--- config.mk ---
export PLATFORM = sky130hd
export DESIGN_NAME = tcr_regs
export DESIGN_NICKNAME = d
export VERILOG_FILES = /design/src/tcr_pkg.sv /design/src/tcr_regs.sv
export SDC_FILE = /design/constraint.sdc
export NUM_CORES = 1
export LEC_CHECK = 0
export BUFFER_PORTS_ARGS = -buffer_cell sky130_fd_sc_hd__buf_4
export CAP_MARGIN = 40
export CORE_MARGIN = 3
export CORE_UTILIZATION = 55
export CTS_BUF_LIST = sky130_fd_sc_hd__clkbuf_2
export DETAILED_ROUTE_END_ITERATION = 12
export MAX_ROUTING_LAYER = met4
export PLACE_DENSITY = 0.93
export SLEW_MARGIN = 0
export SYNTH_ARGS = -nofsm -noshare
export SYNTH_HDL_FRONTEND = slang
export SYNTH_SLANG_ARGS = --single-unit
--- constraint.sdc ---
create_clock -name clk -period 4.2 [get_ports clk]
set_input_delay 0.42 -clock clk [delete_from_list [all_inputs] [get_ports clk]]
set_output_delay 0.42 -clock clk [all_outputs]
set_load 0.1 [all_outputs]
--- src/tcr_pkg.sv ---
package tcr_pkg;

  // ==========================================================================
  // register map
  localparam logic [7:0] ADDR_CMP_B_LO = 8'h24;
  localparam logic [7:0] ADDR_CMP_B_HI = 8'h25;
  localparam logic [7:0] ADDR_CMP_A_LO = 8'h26;
  localparam logic [7:0] ADDR_CMP_A_HI = 8'h27;
  localparam logic [7:0] ADDR_CNT_LO   = 8'h28;
  localparam logic [7:0] ADDR_CNT_HI   = 8'h29;

  // ==========================================================================
  // reset values
  localparam logic [15:0] RST_VALUE16 = 16'h0000;
  localparam logic [7:0]  RST_BYTE    = 8'h00;

  // ==========================================================================
  // carriers
  typedef struct packed {
    logic [7:0] addr;
    logic [7:0] wdata;
    logic       wr;
    logic       rd;
  } tcr_bus_req_t;

  typedef struct packed {
    logic match_a;
    logic match_b;
  } tcr_match_t;

endpackage : tcr_pkg

--- src/tcr_regs.sv ---
`timescale 1ns/1ps

// What this block does
// - counter split into high and low bytes
// - counter low-byte read returns the live count
// - counter access goes through high-byte latch
// - one latch shared by all 16-bit registers
// - counter write blocks next-tick compare match
// - each compare value checked every count
// - compare writes commit both bytes together
// - compare A split into high and low bytes
// - compare B split into high and low bytes
// - match flag set one tick after equality
module tcr_regs
  import tcr_pkg::*;
(
  // clock and reset
  input  wire logic        clk,
  input  wire logic        rst_b,
  // timer tick from prescaler
  input  wire logic        count_tick,
  // register port
  input  wire logic [7:0]  addr,
  input  wire logic [7:0]  wdata,
  input  wire logic        wr,
  input  wire logic        rd,
  output logic      [7:0]  rdata,
  // flag clear, one cycle per bit
  input  wire logic        clear_a,
  input  wire logic        clear_b,
  // results
  output logic      [15:0] timer_count_value,
  output logic      [15:0] compare_a_value,
  output logic      [15:0] compare_b_value,
  output logic             match_a_flag,
  output logic             match_b_flag,
  output tcr_match_t       match_pulse
);

  // ==========================================================================
  // decode
  tcr_bus_req_t req;
  logic [7:0]   hold_byte;
  logic         block_next;
  logic         eq_a_d;
  logic         eq_b_d;

  assign req = '{addr: addr, wdata: wdata, wr: wr, rd: rd};

  function automatic logic hit(input logic [7:0] a, input logic [7:0] b);
    hit = (a == b);
  endfunction : hit

  wire w_cnt_lo = req.wr && hit(req.addr, ADDR_CNT_LO);
  wire w_cnt_hi = req.wr && hit(req.addr, ADDR_CNT_HI);
  wire w_a_lo   = req.wr && hit(req.addr, ADDR_CMP_A_LO);
  wire w_a_hi   = req.wr && hit(req.addr, ADDR_CMP_A_HI);
  wire w_b_lo   = req.wr && hit(req.addr, ADDR_CMP_B_LO);
  wire w_b_hi   = req.wr && hit(req.addr, ADDR_CMP_B_HI);
  wire r_cnt_lo = req.rd && hit(req.addr, ADDR_CNT_LO);
  wire r_cnt_hi = req.rd && hit(req.addr, ADDR_CNT_HI);
  wire r_a_lo   = req.rd && hit(req.addr, ADDR_CMP_A_LO);
  wire r_a_hi   = req.rd && hit(req.addr, ADDR_CMP_A_HI);
  wire r_b_lo   = req.rd && hit(req.addr, ADDR_CMP_B_LO);
  wire r_b_hi   = req.rd && hit(req.addr, ADDR_CMP_B_HI);

  // high-byte writes only fill the shared latch; the low write commits both
  wire        any_hi_wr  = w_cnt_hi || w_a_hi || w_b_hi;
  wire [15:0] wr_word    = {hold_byte, req.wdata};

  // ==========================================================================
  // counter and compare storage
  wire [15:0] cnt_inc    = timer_count_value + 16'h0001;
  wire [15:0] next_count = w_cnt_lo ? wr_word :
                           (count_tick ? cnt_inc : timer_count_value);
  wire [15:0] next_cmp_a = w_a_lo ? wr_word : compare_a_value;
  wire [15:0] next_cmp_b = w_b_lo ? wr_word : compare_b_value;

  // low-byte read snapshots the high byte so a later high read is coherent
  wire [7:0] next_hold =
    any_hi_wr ? req.wdata :
    r_cnt_lo  ? timer_count_value[15:8] :
    r_a_lo    ? compare_a_value[15:8] :
    r_b_lo    ? compare_b_value[15:8] : hold_byte;

  wire [7:0] next_rdata =
    r_cnt_lo ? timer_count_value[7:0] :
    r_a_lo   ? compare_a_value[7:0] :
    r_b_lo   ? compare_b_value[7:0] :
    (r_cnt_hi || r_a_hi || r_b_hi) ? hold_byte : RST_BYTE;

  // ==========================================================================
  // compare
  // equality is registered per tick, flagged on the following tick
  wire eq_a = (timer_count_value == compare_a_value);
  wire eq_b = (timer_count_value == compare_b_value);
  wire next_block = w_cnt_lo ? 1'b1 : (count_tick ? 1'b0 : block_next);
  wire set_a = count_tick && eq_a_d && !block_next;
  wire set_b = count_tick && eq_b_d && !block_next;
  // the tick right after a counter write must not record the new-value
  // equality either, or the blocked match would only be delayed a tick
  wire next_eq_a = count_tick ? (eq_a && !block_next) : eq_a_d;
  wire next_eq_b = count_tick ? (eq_b && !block_next) : eq_b_d;
  // set beats a simultaneous clear so no event is lost
  wire next_flag_a = set_a || (match_a_flag && !clear_a);
  wire next_flag_b = set_b || (match_b_flag && !clear_b);

  // ==========================================================================
  // registers
  // counter
  always_ff @(posedge clk) begin
    if (!rst_b) begin
      timer_count_value <= RST_VALUE16;
    end else begin
      timer_count_value <= next_count;
    end
  end

  // compare channel A
  always_ff @(posedge clk) begin
    if (!rst_b) begin
      compare_a_value <= RST_VALUE16;
    end else begin
      compare_a_value <= next_cmp_a;
    end
  end

  // compare channel B
  always_ff @(posedge clk) begin
    if (!rst_b) begin
      compare_b_value <= RST_VALUE16;
    end else begin
      compare_b_value <= next_cmp_b;
    end
  end

  // shared high-byte latch
  always_ff @(posedge clk) begin
    if (!rst_b) begin
      hold_byte <= RST_BYTE;
    end else begin
      hold_byte <= next_hold;
    end
  end

  // read data stands for one cycle only
  always_ff @(posedge clk) begin
    if (!rst_b) begin
      rdata <= RST_BYTE;
    end else begin
      rdata <= next_rdata;
    end
  end

  // match blocking and registered equality
  always_ff @(posedge clk) begin
    if (!rst_b) begin
      block_next <= 1'b0;
      eq_a_d     <= 1'b0;
      eq_b_d     <= 1'b0;
    end else begin
      block_next <= next_block;
      eq_a_d     <= next_eq_a;
      eq_b_d     <= next_eq_b;
    end
  end

  // sticky flags and one-cycle pulses
  always_ff @(posedge clk) begin
    if (!rst_b) begin
      match_a_flag <= 1'b0;
      match_b_flag <= 1'b0;
      match_pulse  <= '0;
    end else begin
      match_a_flag <= next_flag_a;
      match_b_flag <= next_flag_b;
      match_pulse  <= '{match_a: set_a, match_b: set_b};
    end
  end

  // ==========================================================================
  // assertions
  cnt_lo_commit_a : assert property (@(posedge clk) disable iff (!rst_b)
    w_cnt_lo |=> timer_count_value == {$past(hold_byte), $past(wdata)})
    else $error("counter low write did not commit both bytes");
  cnt_hi_hold_a : assert property (@(posedge clk) disable iff (!rst_b)
    (w_cnt_hi && !count_tick) |=> $stable(timer_count_value))
    else $error("counter high write changed count directly");
  shared_latch_a : assert property (@(posedge clk) disable iff (!rst_b)
    any_hi_wr |=> hold_byte == $past(wdata))
    else $error("high write did not fill shared latch");
  cmp_a_commit_a : assert property (@(posedge clk) disable iff (!rst_b)
    w_a_lo |=> compare_a_value == {$past(hold_byte), $past(wdata)})
    else $error("compare A low write wrong");
  cmp_b_commit_a : assert property (@(posedge clk) disable iff (!rst_b)
    w_b_lo |=> compare_b_value == {$past(hold_byte), $past(wdata)})
    else $error("compare B low write wrong");
  cmp_a_hi_read_a : assert property (@(posedge clk) disable iff (!rst_b)
    (r_a_lo ##1 r_a_hi && !any_hi_wr) |=> rdata == $past(compare_a_value[15:8], 2))
    else $error("compare A high read not latched");
  cnt_lo_read_a : assert property (@(posedge clk) disable iff (!rst_b)
    r_cnt_lo |=> rdata == $past(timer_count_value[7:0]))
    else $error("counter low read wrong");
  hi_read_latch_a : assert property (@(posedge clk) disable iff (!rst_b)
    (r_cnt_lo ##1 r_cnt_hi) |=> rdata == $past(timer_count_value[15:8], 2))
    else $error("counter high read not latched");
  match_block_a : assert property (@(posedge clk) disable iff (!rst_b)
    (count_tick && block_next) |=> !match_pulse.match_a && !match_pulse.match_b && !eq_a_d && !eq_b_d)
    else $error("match not blocked after counter write");
  flag_timing_a : assert property (@(posedge clk) disable iff (!rst_b)
    (count_tick && eq_a_d && !block_next) |=> match_a_flag && match_pulse.match_a)
    else $error("match A flag not set one tick after equality");
  flag_b_cause_a : assert property (@(posedge clk) disable iff (!rst_b)
    $rose(match_b_flag) |-> $past(count_tick && eq_b_d))
    else $error("match B flag without equality");


  block_arm_a : assert property (@(posedge clk) disable iff (!rst_b)
    w_cnt_lo |=> block_next)
    else $error("counter write did not arm match blocking");

  cnt_tick_inc_a : assert property (@(posedge clk) disable iff (!rst_b)
    (count_tick && !w_cnt_lo) |=> timer_count_value == $past(timer_count_value) + 16'h0001)
    else $error("counter did not advance on tick");

  cnt_idle_a : assert property (@(posedge clk) disable iff (!rst_b)
    (!count_tick && !w_cnt_lo) |=> $stable(timer_count_value))
    else $error("counter moved without tick or write");

  cmp_a_hold_a : assert property (@(posedge clk) disable iff (!rst_b)
    !w_a_lo |=> $stable(compare_a_value))
    else $error("compare A changed without low write");

  cmp_b_hold_a : assert property (@(posedge clk) disable iff (!rst_b)
    !w_b_lo |=> $stable(compare_b_value))
    else $error("compare B changed without low write");

  rd_idle_a : assert property (@(posedge clk) disable iff (!rst_b)
    !rd |=> rdata == RST_BYTE)
    else $error("read data not idle without read");

  lo_read_latch_a : assert property (@(posedge clk) disable iff (!rst_b)
    r_cnt_lo |=> hold_byte == $past(timer_count_value[15:8]))
    else $error("counter low read did not latch high byte");

  b_lo_read_a : assert property (@(posedge clk) disable iff (!rst_b)
    r_b_lo |=> rdata == $past(compare_b_value[7:0]))
    else $error("compare B low read wrong");

  pulse_flag_a : assert property (@(posedge clk) disable iff (!rst_b)
    match_pulse.match_b |-> match_b_flag)
    else $error("match B pulse without flag");

  set_wins_a : assert property (@(posedge clk) disable iff (!rst_b)
    (set_b && clear_b) |=> match_b_flag)
    else $error("clear beat a simultaneous set");

  cov_match_a  : cover property (@(posedge clk) disable iff (!rst_b) match_pulse.match_a);
  cov_blocked  : cover property (@(posedge clk) disable iff (!rst_b) count_tick && block_next && eq_a);
  cov_match_b  : cover property (@(posedge clk) disable iff (!rst_b) match_pulse.match_b);
  cov_word_wr  : cover property (@(posedge clk) disable iff (!rst_b) w_cnt_hi ##1 w_cnt_lo);
  cov_set_clr  : cover property (@(posedge clk) disable iff (!rst_b) set_a && clear_a);

endmodule : tcr_regs

# Word level (Yosys, flattened, before mapping)
# Index checks and enable logic that the tools add are counted.
# totals
register_bits	71
# op_classes
n_addsub	1
eq_ne	8
mux	12
reduce_logical	31
# op_table
op	n
$mux W8	8
$eq A8 B6 Y1 const B	6
$eq A16 B16 Y1	2
$mux W16	2
$logic_and A1 B1 Y1	20
$add A16 B1 Y16 const B	1
$logic_or A1 B1 Y1	6
$reduce_bool A4 Y1	1
$logic_not A1 Y1	3
$mux W1	2
$reduce_bool A2 Y1	1

# Logic depth before layout (Yosys ltp)
# logic_depth
depth_word	8
depth_mapped	6
depth_no_buf	5

# Worst setup path after synthesis
# Ideal clock, no wire load.
# synth_path
path_type	reg2reg
from	reg timer_count_value[2]
to	reg timer_count_value[15]
t_arrival_ns	2.200
path_slack_ns	1.868
stages_incl_launch_ff	6
path_buffers	1
synth_period_minus_slack_ns	2.332
cell_sequence	dfxtp_1 clkbuf_1 nand4_1 nor4_1 xnor2_1 a21oi_1
# synth_via
elab_chain_cells	3
# synth_rtl
element	line_no	rtl
start: declaration	tcr_regs.sv:32	output logic [15:0] timer_count_value,
start signal: assignment	tcr_regs.sv:115	timer_count_value <= next_count;
$add A16 B1 Y16	tcr_regs.sv:73	wire [15:0] cnt_inc = timer_count_value + 16'h0001;
$mux W16	tcr_regs.sv:75	(count_tick ? cnt_inc : timer_count_value);
$mux W16	tcr_regs.sv:74	wire [15:0] next_count = w_cnt_lo ? wr_word :
# Every way passes these cells. The select of a mux whose other input is x is not followed.
# A chain may end at the register's enable or synchronous reset.

# Final worst setup path
# layout_path
from	reg timer_count_value[10]
to	out timer_count_value[10]
# No word-level cell between the ends.

==> metrics <==
Setup crit end kind=output pin; row cnt=29; minimum clock period=1980 ps; nets=550; # clock sinks=71; First DRT Iteration DRCs=372; I/O pin count=83; Die Area=7960 um^2; IO buf count=82; cts bufs inserted=9; Top Family by Delay on Critical Path=flip-flops; final period utilization=0.471; Worst-Skew Late Latency=520 ps; Synth top area share=0.373; endpoints failing setup=0; Final Hold Violating Endpoints=0; Worst EP required=3780 ps; Post-DP HPWL=8880 um; CP Cell Sequence=buf_4; RSZ-0062 raised after global routing=no; H-tree levels=3; Hold Path Class=in -> reg; Via density=6.52; CTS max path bufs=2; DIE WIDTH=89.2 um; mean post-synth cell area=8.09 um^2; status=complete, no violations; WS Path Type=reg -> out; peak supply drop=0.196 mV; count of mapped cells out of synthesis=471; global route overflow=0; Crit path arrival time=1560 ps; CP max-delay cell=dfxtp_1; number of synthesis warnings=0; leakage=1.81 nW; routability cong.=0.947; Pins Over Slew Limit=0; setup bufs post-CTS=0; asr flop ratio synth=0; layout cells sized above 1=0.211; residual DRC count=0; CTS tree=built; Setup TNS Final=0 ps; Total GRT Usage=0.324; EDFF count, synth=0; CP bufs+invs=1; Root Buffer=clkbuf_2; reg2reg setup slack=2280 ps; largest net degree at the start of global routing=51; register area share after synthesis=0.373; Post-CTS Hold Fix Bufs=0; first-pass GRT wire length=19100 um; CP max FO=9; count leader, synth=nand2_1; Core Box Area=6530 um^2; #FFs+latches synth=71; vias in the first global route=3794; Syn Nets=495; ANT nets after route=0; Synth area leaders=dfxtp_1 37%, nand2_1 7.2%, xor2_1 7.1%; synth cell count leaders=73 x nand2_1, 71 x dfxtp_1, 41 x a21oi_1; startpoint types=flop; Crit path largest cell delay=660 ps; total power=0.00128 W; drt first pass iters=5; PD cells=283 nW/um^2; clock slew at reported path FFs=200 ps; Top FF cell, synth=dfxtp_1; area leader, netlist=dfxtp_1; Worst slew margin=0.386; # diodes=0; antenna violations before repair=0; Setup Skew=12.0 ps; MaxCap Viol Count=0; Max Clk Rate=0.505 GHz; vias=3965; wire length per cell=20.1 um; post-cts sizing count=0; final WL=12200 um; worst slew pin tran=913 ps; Starting Density=0.583; Mapped Area=3810 um^2; Die H=89.2 um; Syn-to-layout area delta=18.4%; Yosys cell types=44
[path summary, 6_finish.rpt]
check / end / depth (start not counted) / start
setup / recovery: timer_count_value[10] / 1 / timer_count_value[10]
hold / removal: compare_a_value[4] / 3 / wdata[4]
setup reg to reg: timer_count_value[15] / 4 / timer_count_value[3]
hold reg to reg: block_next / 2 / block_next
[cell usage in the layout (no fill, tap or decap), types with 10 or more instances in the layout]
master,instances
xnor2_1,16
o21ai_0,32
a21oi_1,41
nor4_1,18
dfxtp_1,71
nor2_1,11
nor3_1,28
nand2_1,73
buf_4,84
xor2_1,31
nand4_1,10
[worst min-delay path, delay by kind of cell]
family,cells,cell delay (ps)
compound gates,1,50
buf+inv,1,140
simple gates,1,60
[state kept, by name, summed over array words and instances (netlist names)]
name,count
hold_byte,8
eq_b_d,1
timer_count_value,16
match_a_flag,1
compare_a_value,16
match_pulse,2
match_b_flag,1
eq_a_d,1
rdata,8
block_next,1
compare_b_value,16
[where the power goes]
part | internal, W | total [W] | switching (W)
Clock | 0.000193 | 0.000438 | 0.000245
Combinational | 0.0000435 | 0.000144 | 0.000100
Sequential | 0.000682 | 0.000694 | 0.0000116
[metrics by stage]
stage / util / instances / hold WS, ps / instance area [um^2] / setup WS (ps)
finish: 0.690 / 608 / 162 / 4510 / 2220
global placement: 0.668 / 591 / 441 / 4370 / 1750
global route: 0.690 / 608 / 145 / 4510 / 2080
floorplan: - / 471 / 411 / 3810 / 1870
detailed placement: 0.670 / 592 / 465 / 4380 / 1710
CTS: 0.690 / 608 / 128 / 4510 / 2220
[cell type report]
type | instances | area (um^2)
repair buffers | 85 | 642
inverters | 6 | 22.5
flip-flops and latches | 71 | 1420
multi-input cells | 353 | 2190
clock buffers | 9 | 45.0
clock inverters | 7 | 87.6
fillers | 544 | 2020
well taps | 77 | 96.3
[kinds of logic after synthesis]
kind of cell,after synthesis,share of synthesized area
and+or+nand+nor,167,0.221
AOI/OAI and AO/OA,129,0.220
adders and majority gates,1,0.00328
buffers and inverters,47,0.0509
DFF,71,0.373
xor gates and xnor gates,47,0.108
muxes,9,0.0236
[per-layer routing]
metal	track usage	vias to the layer above	share of wire	routed length, um
met2	0.510	270	0.47	5800
met1	0.396	1852	0.39	4720
met5	-	-	0	0
li1	-	1790	-	-
met3	0.0544	53	0.10	1220
met4	0.171	0	0.040	489
No activity file was read; power rests on OpenSTA's default activity.
